**src/ctam_params.svh**
```systemverilog
// constants of the load current alarm monitor: register offsets,
// field positions, reset values and timing counts.
// assumes inclusion by bare name from every design file that needs it.
`ifndef CTAM_PARAMS_SVH
`define CTAM_PARAMS_SVH

// ****************************************************************
// register byte offsets
// ****************************************************************
`define CTAM_OFF_CTRL      8'h00
`define CTAM_OFF_RANGE     8'h04
`define CTAM_OFF_THR_LOW   8'h08
`define CTAM_OFF_THR_LEAK  8'h0C
`define CTAM_OFF_THR_OC    8'h10
`define CTAM_OFF_LOAD      8'h14
`define CTAM_OFF_LEAK      8'h18
`define CTAM_OFF_FLAGS     8'h1C
`define CTAM_OFF_IRQ_STAT  8'h20
`define CTAM_OFF_IRQ_MASK  8'h24
`define CTAM_OFF_ACK       8'h28

// ****************************************************************
// control word and register fields
// ****************************************************************
`define CTAM_CTRL_EN       0
`define CTAM_CTRL_SRC      3:1
`define CTAM_CTRL_LAT      5:4
`define CTAM_CTRL_HYS      10:8
`define CTAM_ACK_BIT       0
`define CTAM_CUR_BITS      13:0
`define CTAM_FLAG_BITS     2:0

// ****************************************************************
// values, limits and counts (currents in tenths of a unit)
// ****************************************************************
`define CTAM_RST_RANGE     14'h03E8
`define CTAM_RST_HYS       3'h2
`define CTAM_HYS_MAX       3'h5
`define CTAM_SRC_MAX       3'h4
`define CTAM_LAT_MAX       2'h2
`define CTAM_FULL_SCALE    16'h2710
`define CTAM_PCT_DIV       17'h00064
`define CTAM_SAMPLE_DIV    16'h0064

`endif

```
**src/ctam_pkg.sv**
```systemverilog
// types shared by the load current alarm monitor modules.
// assumes nothing beyond a SystemVerilog compiler.
package ctam_pkg;

    typedef logic [13:0] ctam_cur_t;

    // encoding follows declaration order: none, auto reset, manual reset
    typedef enum logic [1:0] {
        CTAM_LAT_NONE,
        CTAM_LAT_AUTO,
        CTAM_LAT_MAN
    } ctam_latch_e;

    typedef struct packed {
        logic active;
    } ctam_cmp_s;

    typedef struct packed {
        logic                 monitor_enable;
        logic [2:0]           sense_channel_select;
        ctam_latch_e          alarm_latch_mode;
        logic [2:0]           hys_pct;
        ctam_cur_t            transformer_full_scale;
        ctam_cur_t [2:0]      thr;
        ctam_cur_t            load_cur;
        ctam_cur_t            measured_leak_current;
        logic                 heat_s1;
        logic                 heat_s2;
        ctam_cur_t            samp_s1;
        ctam_cur_t            samp_s2;
        logic                 ack_s1;
        logic                 ack_s2;
        logic                 ack_s3;
        logic [15:0]          div_cnt;
        logic                 tick;
        logic [2:0]           flag;
        logic [2:0]           pend;
        logic [2:0]           stat;
        logic [2:0]           mask;
        logic [15:0]          rdata;
    } ctam_state_s;

endpackage

```
**src/ctam_monitor.sv**
```systemverilog
// load current alarm monitor: samples a current transformer reading,
// splits it into load and leakage current by the heat output state and
// raises low load, leakage and over-current alarms with latching.
// assumes transformer reading and heat output state arrive unsynchronised
// and that the reading holds still for several clocks between updates.
//
// Local design decisions: the placing of the registers and strobed register access.
`include "ctam_params.svh"
`timescale 1ns/10ps
module ctam_monitor
    import ctam_pkg::*;
#(
    parameter logic [15:0] SAMPLE_DIV = `CTAM_SAMPLE_DIV
) (
    input  wire logic        MCLK,
    input  wire logic        NRST,
    input  wire logic [7:0]  ADDR,
    input  wire logic [15:0] WDATA,
    input  wire logic        WR,
    input  wire logic        RD,
    output logic      [15:0] RDATA,
    input  wire logic        HEAT_ON,
    input  wire logic [13:0] CUR_SAMPLE,
    input  wire logic        ALARM_ACK,
    output logic             LOW_LOAD_ALARM_FLAG,
    output logic             LEAKAGE_ALARM_FLAG,
    output logic             OVERCURRENT_ALARM_FLAG,
    output logic             IRQ
);

    // ****************************************************************
    // reset release
    // ****************************************************************
    logic rst_q1;
    logic rst_n;

    // assert at once, release two clocks later so all flops leave together
    always_ff @(posedge MCLK or negedge NRST) begin
        if (!NRST) begin
            rst_q1 <= 1'b0;
            rst_n  <= 1'b0;
        end else begin
            rst_q1 <= 1'b1;
            rst_n  <= rst_q1;
        end
    end

    // ****************************************************************
    // state and helpers
    // ****************************************************************
    ctam_state_s st_reg;
    ctam_state_s st_next;
    logic [2:0]  act;
    logic [16:0] hprod;
    ctam_cur_t   hyst_val;
    logic        run;
    logic        ack;
    logic [2:0]  w1c;

    // settings beyond full scale are pulled back to it
    function automatic ctam_cur_t ctam_clamp(input logic [15:0] d);
        if (d > `CTAM_FULL_SCALE) begin
            return ctam_cur_t'(`CTAM_FULL_SCALE);
        end
        return d[`CTAM_CUR_BITS];
    endfunction

    function automatic logic ctam_hit(input logic [7:0] a, input logic [7:0] off);
        return a == off;
    endfunction

    // margin as a percentage of the transformer range
    assign hprod    = 17'(st_reg.transformer_full_scale) * 17'(st_reg.hys_pct);
    assign hyst_val = ctam_cur_t'(hprod / `CTAM_PCT_DIV);

    // evaluation needs monitoring on and a source channel chosen
    assign run = st_reg.monitor_enable && st_reg.sense_channel_select != '0;

    // register strobe or a fresh rising edge on the pin
    assign ack = (WR && ctam_hit(ADDR, `CTAM_OFF_ACK) && WDATA[`CTAM_ACK_BIT])
               || (st_reg.ack_s2 && !st_reg.ack_s3);

    assign w1c = (WR && ctam_hit(ADDR, `CTAM_OFF_IRQ_STAT))
               ? WDATA[`CTAM_FLAG_BITS] : 3'h0;

    // ****************************************************************
    // threshold comparators: 0 low load, 1 leakage, 2 over-current
    // ****************************************************************
    genvar gi;
    generate
        for (gi = 0; gi < 3; gi++) begin : g_cmp
            ctam_thr_cmp #(
                .W         (14)
            ) u_cmp (
                .clk       (MCLK),
                .rst_n     (rst_n),
                .run       (run),
                .high_side (gi != 0),
                .value     ((gi == 1) ? st_reg.measured_leak_current
                                      : st_reg.load_cur),
                .thr       (st_reg.thr[gi]),
                .hyst      (hyst_val),
                .active    (act[gi])
            );
        end
    endgenerate

    // ****************************************************************
    // next state
    // ****************************************************************
    always_comb begin
        st_next       = st_reg;
        st_next.rdata = '0;

        // two-stage synchronisers on the heat, sample and acknowledge pin inputs
        st_next.heat_s1 = HEAT_ON;
        st_next.heat_s2 = st_reg.heat_s1;
        st_next.samp_s1 = CUR_SAMPLE;
        st_next.samp_s2 = st_reg.samp_s1;
        st_next.ack_s1  = ALARM_ACK;
        st_next.ack_s2  = st_reg.ack_s1;
        st_next.ack_s3  = st_reg.ack_s2;

        // sample enable divider
        st_next.tick = 1'b0;
        if (st_reg.div_cnt == SAMPLE_DIV - 16'h0001) begin
            st_next.div_cnt = '0;
            st_next.tick    = 1'b1;
        end else begin
            st_next.div_cnt = st_reg.div_cnt + 16'h0001;
        end

        // split the reading by heat output state
        if (st_reg.tick) begin
            if (st_reg.heat_s2) begin
                st_next.load_cur = st_reg.samp_s2;
            end else begin
                st_next.measured_leak_current = st_reg.samp_s2;
            end
        end

        // register writes; illegal source and latch codes keep the old value, hysteresis clamps
        if (WR) begin
            case (ADDR)
                `CTAM_OFF_CTRL: begin
                    st_next.monitor_enable = WDATA[`CTAM_CTRL_EN];
                    if (WDATA[`CTAM_CTRL_SRC] <= `CTAM_SRC_MAX) begin
                        st_next.sense_channel_select = WDATA[`CTAM_CTRL_SRC];
                    end
                    if (WDATA[`CTAM_CTRL_LAT] <= `CTAM_LAT_MAX) begin
                        st_next.alarm_latch_mode =
                            ctam_latch_e'(WDATA[`CTAM_CTRL_LAT]);
                    end
                    st_next.hys_pct = (WDATA[`CTAM_CTRL_HYS] > `CTAM_HYS_MAX)
                                    ? `CTAM_HYS_MAX : WDATA[`CTAM_CTRL_HYS];
                end
                `CTAM_OFF_RANGE: begin
                    st_next.transformer_full_scale = ctam_clamp(WDATA);
                end
                `CTAM_OFF_THR_LOW: begin
                    st_next.thr[0] = ctam_clamp(WDATA);
                end
                `CTAM_OFF_THR_LEAK: begin
                    st_next.thr[1] = ctam_clamp(WDATA);
                end
                `CTAM_OFF_THR_OC: begin
                    st_next.thr[2] = ctam_clamp(WDATA);
                end
                `CTAM_OFF_IRQ_MASK: begin
                    st_next.mask = WDATA[`CTAM_FLAG_BITS];
                end
                default: begin
                end
            endcase
        end

        // latching per alarm; in auto and manual mode a new condition beats a clear
        for (int i = 0; i < 3; i++) begin
            case (st_reg.alarm_latch_mode)
                CTAM_LAT_NONE: begin
                    st_next.flag[i] = act[i] && !ack;
                    st_next.pend[i] = 1'b0;
                end
                CTAM_LAT_AUTO: begin
                    // ack may come early; the flag drops once the cause is gone
                    st_next.pend[i] = (st_reg.pend[i] || ack) && act[i];
                    st_next.flag[i] = act[i]
                                    || (st_reg.flag[i] && !(st_reg.pend[i] || ack));
                end
                CTAM_LAT_MAN: begin
                    // ack only counts once the cause has gone
                    st_next.flag[i] = (st_reg.flag[i] && !(ack && !act[i])) || act[i];
                    st_next.pend[i] = 1'b0;
                end
                default: begin
                    st_next.flag[i] = 1'b0;
                    st_next.pend[i] = 1'b0;
                end
            endcase
        end
        if (!run) begin
            st_next.flag = '0;
            st_next.pend = '0;
        end

        // sticky events on each new alarm; the set wins over write-one-clear
        st_next.stat = (st_reg.stat & ~w1c) | (st_next.flag & ~st_reg.flag);

        // read data for exactly the cycle after the strobe
        if (RD) begin
            case (ADDR)
                `CTAM_OFF_CTRL: begin
                    st_next.rdata[`CTAM_CTRL_EN]  = st_reg.monitor_enable;
                    st_next.rdata[`CTAM_CTRL_SRC] = st_reg.sense_channel_select;
                    st_next.rdata[`CTAM_CTRL_LAT] = st_reg.alarm_latch_mode;
                    st_next.rdata[`CTAM_CTRL_HYS] = st_reg.hys_pct;
                end
                // range and thresholds read as zero while monitoring is off
                `CTAM_OFF_RANGE: begin
                    if (st_reg.monitor_enable) begin
                        st_next.rdata[`CTAM_CUR_BITS] = st_reg.transformer_full_scale;
                    end
                end
                `CTAM_OFF_THR_LOW: begin
                    if (st_reg.monitor_enable) begin
                        st_next.rdata[`CTAM_CUR_BITS] = st_reg.thr[0];
                    end
                end
                `CTAM_OFF_THR_LEAK: begin
                    if (st_reg.monitor_enable) begin
                        st_next.rdata[`CTAM_CUR_BITS] = st_reg.thr[1];
                    end
                end
                `CTAM_OFF_THR_OC: begin
                    if (st_reg.monitor_enable) begin
                        st_next.rdata[`CTAM_CUR_BITS] = st_reg.thr[2];
                    end
                end
                `CTAM_OFF_LOAD: begin
                    st_next.rdata[`CTAM_CUR_BITS] = st_reg.load_cur;
                end
                `CTAM_OFF_LEAK: begin
                    st_next.rdata[`CTAM_CUR_BITS] = st_reg.measured_leak_current;
                end
                `CTAM_OFF_FLAGS: begin
                    st_next.rdata[`CTAM_FLAG_BITS] = st_reg.flag;
                end
                `CTAM_OFF_IRQ_STAT: begin
                    st_next.rdata[`CTAM_FLAG_BITS] = st_reg.stat;
                end
                `CTAM_OFF_IRQ_MASK: begin
                    st_next.rdata[`CTAM_FLAG_BITS] = st_reg.mask;
                end
                default: begin
                end
            endcase
        end
    end

    // ****************************************************************
    // state register
    // ****************************************************************
    always_ff @(posedge MCLK or negedge rst_n) begin
        if (!rst_n) begin
            st_reg                        <= '0;
            st_reg.transformer_full_scale <= `CTAM_RST_RANGE;
            st_reg.hys_pct                <= `CTAM_RST_HYS;
        end else begin
            st_reg <= st_next;
        end
    end

    // outputs
    assign RDATA                  = st_reg.rdata;
    assign LOW_LOAD_ALARM_FLAG    = st_reg.flag[0];
    assign LEAKAGE_ALARM_FLAG     = st_reg.flag[1];
    assign OVERCURRENT_ALARM_FLAG = st_reg.flag[2];
    assign IRQ                    = |(st_reg.stat & st_reg.mask);
endmodule

```
**src/ctam_thr_cmp.sv**
```systemverilog
// threshold comparator with hysteresis for one alarm condition.
// assumes value, threshold and margin are steady registers on clk.
`timescale 1ns/10ps
module ctam_thr_cmp
    import ctam_pkg::*;
#(
    parameter int W = 14
) (
    input  wire logic         clk,
    input  wire logic         rst_n,
    input  wire logic         run,
    input  wire logic         high_side,
    input  wire logic [W-1:0] value,
    input  wire logic [W-1:0] thr,
    input  wire logic [W-1:0] hyst,
    output logic              active
);

    ctam_cmp_s  st_reg;
    ctam_cmp_s  st_next;
    logic [W:0] v;
    logic [W:0] t;
    logic [W:0] h;

    // one extra bit so sums of value and margin cannot wrap
    assign v = {1'b0, value};
    assign t = {1'b0, thr};
    assign h = {1'b0, hyst};

    // set beyond the threshold, release only past it by the margin
    always_comb begin
        st_next = st_reg;
        if (!run || thr == '0) begin
            st_next.active = 1'b0;
        end else if (high_side) begin
            if (v > t) begin
                st_next.active = 1'b1;
            end else if (v + h <= t) begin
                st_next.active = 1'b0;
            end
        end else begin
            if (v < t) begin
                st_next.active = 1'b1;
            end else if (v >= t + h) begin
                st_next.active = 1'b0;
            end
        end
    end

    // state register
    always_ff @(posedge clk or negedge rst_n) begin
        if (!rst_n) begin
            st_reg <= '0;
        end else begin
            st_reg <= st_next;
        end
    end

    assign active = st_reg.active;

endmodule

```
**config.mk**
```make
export PLATFORM = sky130hd
export DESIGN_NAME = ctam_monitor
export DESIGN_NICKNAME = d
export VERILOG_FILES = /design/src/ctam_pkg.sv /design/src/ctam_monitor.sv /design/src/ctam_thr_cmp.sv
export VERILOG_INCLUDE_DIRS = /design/src
export SDC_FILE = /design/constraint.sdc
export NUM_CORES = 1
export LEC_CHECK = 0
export BUFFER_PORTS_ARGS = -buffer_cell sky130_fd_sc_hd__buf_2
export CAP_MARGIN = 40
export CELL_PAD_IN_SITES_DETAIL_PLACEMENT = 1
export CELL_PAD_IN_SITES_GLOBAL_PLACEMENT = 1
export CORE_ASPECT_RATIO = 1.25
export CORE_MARGIN = 5
export CORE_UTILIZATION = 33
export DETAILED_ROUTE_END_ITERATION = 8
export PLACE_DENSITY = 0.65
export REMOVE_ABC_BUFFERS = 1
export SLEW_MARGIN = 10
export SYNTH_ARGS = -nofsm -noshare
export SYNTH_HDL_FRONTEND = slang
export SYNTH_SLANG_ARGS = --single-unit
```
**constraint.sdc**
```tcl
create_clock -name MCLK -period 11.06 [get_ports MCLK]
set_input_delay 1.106 -clock MCLK [delete_from_list [all_inputs] [get_ports MCLK]]
set_output_delay 1.106 -clock MCLK [all_outputs]
set_load 0.02 [all_outputs]
```
* Yosys cells after proc, flatten, opt, wreduce, memory -nomap -nowiden
Index checks and enable logic that the tools add are counted.
** Word-level totals
- Input bits :: 44
- Flip-flop bits (word level) :: 174
** Cells by class
- Div/mod/pow operators :: 1
- Add/subtract/negate cells :: 4
- Multiplexer cells :: 44
- Order comparisons :: 10
- Bitwise operators :: 7
- $mul :: 1
- Equality and inequality tests :: 13
- Reductions and logical operators :: 65
** Operators with widths (number)
- two-way mux 14 bit :: 10
- adder 14 x 14 -> 15 bit :: 3
- zero test 14 bit :: 3
- one-hot mux 3 bit (7 select lines) :: 2
- == test 8 x 5 -> 1 bit (second input constant) :: 4
- less-or-equal comparator 15 x 14 -> 1 bit :: 2
- one-hot mux 3 bit (10 select lines) :: 1
- > comparator 14 bit :: 2
- == test 8 x 6 -> 1 bit (second input constant) :: 3
- two-way mux 1 bit :: 22
- logical AND 1 bit :: 20
- one-hot mux 3 bit (6 select lines) :: 1
- divider 17 x 7 -> 17 bit (second input constant) :: 1
- multiplier 14 x 3 -> 17 bit :: 1
- adder 16 x 1 -> 16 bit (second input constant) :: 1
- == test 16 x 7 -> 1 bit (second input constant) :: 1
- == test 8 x 4 -> 1 bit (second input constant) :: 2
- > comparator 16 x 14 -> 1 bit (second input constant) :: 1
- two-way mux 16 bit :: 1
- AND reduction 2 bit :: 8
- >= comparator 14 x 15 -> 1 bit :: 1
- < comparator 14 bit :: 1
- logical OR 1 bit :: 13
- zero test 1 bit :: 12
- 19 further kinds :: 29

* Logic depth before layout (Yosys ltp)
- Depth after elaboration :: 12
- Gate-level depth with buffers :: 59
- Mapped depth without buffers :: 51

* Cells and area by module
From an unflattened synthesis, not the netlist that was laid out.
** Second synthesis, totals
- Cell total of the unflattened synthesis :: 1962
- Area, all modules :: 17225.3 um^2
** By module, submodules not included
- ctam_monitor :: area an instance 10428.8 um^2, seq. area each 4287.9 um^2, cells each 1105, times used 1
- ctam_thr_cmp (g_cmp[0].u_cmp ...) :: area an instance 2279.7 um^2, seq. area each 25.0 um^2, cells each 285, times used 2
- ctam_thr_cmp (g_cmp[2].u_cmp) :: area an instance 2237.1 um^2, seq. area each 25.0 um^2, cells each 287, times used 1

* Worst setup path after synthesis
Ideal clock, no wire load.
- Path kind :: flip-flop to flip-flop
- From :: register st_reg[163] (netlist bit)
- To :: register g_cmp[2].u_cmp.st_reg
- Library setup time :: 0.139 ns
- Arrival time :: 11.539 ns
- Required time :: 10.921 ns
- Slack :: -0.618 ns
- Cell stages (with the launch flop) :: 55
- Cell sequence :: dfstp_2 -> clkbuf_1 -> nand2_1 -> fa_1 -> inv_1 -> fa_1 -> a21o_1 -> a221o_1 -> buf_6 -> or4_4 -> and3_1 -> buf_6 -> nand2_4 -> nor3_2 -> or4_1 -> buf_2 -> or4_4 -> and2_4 -> [19 not listed] -> nor2_1 -> nor2_1 -> o21bai_1 -> a21oi_1 -> o21bai_1 -> a21oi_1 -> xnor2_1 -> ha_1 -> a21o_1 -> a21o_1 -> a21oi_1 -> o21ai_0 -> a21o_1 -> a21o_1 -> a21oi_1 -> o22ai_1 -> a21oi_1 -> a311oi_1
** On the way
- Cells in the longest elaborated chain, start to end :: 5
** Ends and longest elaborated chain
- start: declaration :: line ctam_monitor.sv:51 : ctam_state_s st_reg;
- start signal: assignment :: line ctam_monitor.sv:269 : st_reg <= st_next;
- multiplier 14 x 3 -> 17 bit :: line ctam_monitor.sv:73 : assign hprod = 17'(st_reg.transformer_full_scale) * 17'(st_reg.hys_pct);
- divider 17 x 7 -> 17 bit (no line)
- adder 14 x 14 -> 15 bit
- less-or-equal comparator 15 x 14 -> 1 bit :: line ctam_thr_cmp.sv:38 : end else if (v + h <= t) begin
- nonzero test 3 bit (no line)
- end signal: assignment :: line ctam_thr_cmp.sv:55 : st_reg <= st_next;
- end: declaration :: line ctam_thr_cmp.sv:19 : ctam_cmp_s st_reg;
Every way passes these cells.
A chain may end at the register's enable or synchronous reset.

* Worst setup path in the final report
Ends and elaborated chain as after synthesis.

==> summary.md <==
| Metric | Value |
|---|---|
| Ports | 64 |
| Vias in the first global route | around 15000 |
| Vias/cell | approximately 5.5 |
| Gr ovfl total | 0 |
| Seq cells post-synth | between 150 and 200 |
| Leak | 8.38 nW |
| Clk sinks | about 170 |
| CP Class | register to register |
| Fin. Hold Viols | 0 |
| Setup Viol. Count Final | 3 |
| Initial core utilization | 0.332 |
| Die Width | around 190 µm |
| Failing checks | negative setup slack |
| RSZ-0062 raised after global routing | true |
| Cell Count, Final, Fillers Out | approximately 2500 |
| Ant. Diodes | 0 |
| Top-area cell type share of the netlist area | 0.300 |
| Hold buffer count at CTS | 0 |
| CP max-delay cell | or4_4 |
| Die height | around 240 µm |
| CP endpoint kind | register |
| Most used cell, CP | a21o_1 |
| Syn Inst Count | approximately 1600 |
| Clock period minus worst slack | between 10 and 15 ns |
| Most instantiated cells after synthesis | dfrtp_1 (167), nand2_1 (165), ha_1 (137) |
| WL/cell | about 21 µm |
| DR iter-0 viols | between 500 and 600 |
| Clk pin slew, worst setup/hold paths | about 0.07 ns |
| Final instance area | 18300 µm² |
| Main flop type after synthesis | dfrtp_1 |
| Outcome | complete, but fails checks |
| Total GRT Usage | 0.217 |
| Final WS setup | -0.590 ns |
| Utilization after layout | 0.436 |
| Largest net degree at the start of global routing | 69 |
| Die ar. | approximately 46000 µm² |
| Crit share post-route | 1.05 |
| First-pass GRT wire length | 80900 µm |
| MaxCap Viol Count | 0 |
| Sequential area share after synthesis | 0.313 |
| Core area | roughly 42000 µm² |
| Post-Place Cell Area | 16600 µm² |
| P&R area growth vs syn | 31.3% |
| CP Max Fanout | 7 |
| Pwr Density | between 80 and 90 nW/µm² |
| Post-Syn Area | 13900 µm² |
| DRC Markers | 0 |
| Avg Synthesized Cell Area | just under 9 µm² |
| Max clock buf depth | 2 |
| Worst-Margin Slew | 0.905 ns |
| Footprint of the multi-input gates | 9510 µm² |
| IO buf count | 61 |
| # nets final | about 2100 |
| Initial antenna violation count | 0 |
| Warnings, synthesis | 0 |
| Placement row count | 84 |
| Max rail drop VDD | roughly 160 µV |
| Filler cell count | between 4000 and 5000 |
| Area contributors post-synth | dfrtp_1 (30%), ha_1 (12%), nand2_1 (4.4%), o21ai_0 (4.1%), a21oi_1 (3.5%) |
| Max reg flops | 135 |
| Placed cell count | about 2400 |
| Drt total wl | slightly above 50000 µm |
| Total number of vias | 13600 |
| CP Data Arrival Time | roughly 12 ns |
| Skew final | around 0.011 ns |
| Relative slew margins | 0.395 |
| 1st-pass router iterations | 6 |
| Slowest stage delay, CP | between 0.5 and 0.6 ns |
| Most instantiated library cell after synthesis | dfrtp_1 |
| CTS buffer count | 17 |
| H-tree levels | 4 |
| Fmax | 0.0858 GHz |
| Number of synthesized flops with an enable pin | 0 |
| Worst setup SP type | register |
| Clock latency at the later pin of the worst-skew pair | 0.44 ns |
| Register area | 4370 µm² |
| Layout cell share with drive strength beyond 1 | 0.311 |
| Clk Tree Root Cell | clkbuf_16 |
| Critical Path RT | between 10 and 15 ns |
| Share of flip-flops with an asynchronous set or reset | 1.00 |
| TritonCTS clock tree | done |
| Routed Antenna Nets | 0 |
| TNS Setup | -1.70 ns |
| Smallest hold slack | approximately 0.25 ns |
| Leading area contributor after synthesis | dfrtp_1 |
| Yosys cell types | 98 |
| Hold WC Path Type | register to async pin |
| Pins Over Slew Limit | 0 |
| Final GP Congestion | 0.945 |
| Hpwl dp | between 40000 and 50000 µm |
-- cells in the final DEF, fill, tap and decap left out, types with 25 or more instances in the layout --
cell type / netlist / final
inv_1: 99 / 98
o21ai_1: 14 / 28
nor3_1: 27 / 25
nand2_1: 165 / 161
dfrtp_1: 167 / 165
ha_1: 137 / 130
nand3_1: 39 / 37
nand2b_1: 30 / 30
buf_4: 18 / 289
buf_2: 5 / 62
nor2b_1: 33 / 33
a21oi_1: 97 / 66
nor2_1: 82 / 81
a21oi_2: 2 / 31
mux2_2: 34 / 32
o21ai_0: 115 / 95
xnor2_1: 49 / 48
-- worst max-delay path: cells and delay by family, from the launching register on --
kind	cells	cell delay, ns
compound gates	29	4.91
flops	1	0.58
fa+ha+maj	6	1.83
xor+xnor	3	0.63
simple gates	9	1.99
mux	2	0.51
buf+inv	7	1.05
-- repair_timing --
action,4_1_cts,5_1_grt
pin swaps,98,52
setup buffers,23,15
cloned,0,0
endpoints found under the setup margin,3,3
resized for setup,137,32
-- through the flow --
stage                     worst slack (ns)  total power [mW]
after global routing                 -1.20              1.64
final                               -0.590              1.57
after floorplan                     -0.661             0.810
after global placement               -1.09             0.904
after detailed placement             -1.33             0.913
after CTS                           -0.492              1.57
-- cells by family (layout without fill, tap and decap cells) --
logic type / Yosys count / in the layout / share of synthesized area
flip-flops: 174 / 174 / 0.313
buffers and inverters: 166 / 499 / 0.0522
XOR/XNOR: 69 / 69 / 0.0458
other: 2 / 3 / 0.000540
adder cells (fa/ha/maj): 155 / 155 / 0.148
multiplexers: 41 / 41 / 0.0329
AO/OA/AOI/OAI: 470 / 470 / 0.231
AND/OR/NAND/NOR: 491 / 491 / 0.176
-- worst paths after layout --
path,from,to,slack [ns],depth (start not counted)
worst max-delay path,st_reg[163],g_cmp[2].u_cmp.active,-0.59,56
worst min-delay path,rst_n,st_reg[165],0.25,0
worst max register to register,st_reg[163],g_cmp[2].u_cmp.active,-0.59,56
worst min register to register,rst_n,st_reg[165],0.25,0
max in group asynchronous,rst_n,st_reg[82],8.94,3
min in group MCLK,st_next[61],st_reg[61],0.35,0
-- layout make-up --
cell class,count,share of cell area
clock inverter,13,0.00966
inverter,99,0.0203
timing repair buffer,368,0.148
multi-input combinational,1229,0.521
sequential,174,0.239
tap,559,0.0383
clock buffer,19,0.0242
-- power by group --
| part | total, mW | internal [mW] | leakage [nW] | switching [mW] |
|---|---|---|---|---|
| registers | 0.674 | 0.652 | 2.30 | 0.0219 |
| clock network | 0.635 | 0.367 | 0.298 | 0.268 |
| logic | 0.256 | 0.118 | 5.78 | 0.138 |
-- metal layers --
metal | GRT usage | vias up | part of all wire | wire [µm]
met5 | 0 | - | 0 | 0
met4 | 0.0996 | 0 | 0.046 | 2370
met2 | 0.425 | 338 | 0.54 | 28000
met1 | 0.234 | 6783 | 0.38 | 19500
li1 | - | 6340 | - | -
met3 | 0.0219 | 121 | 0.031 | 1620
Power figures use the tool's default switching activity.
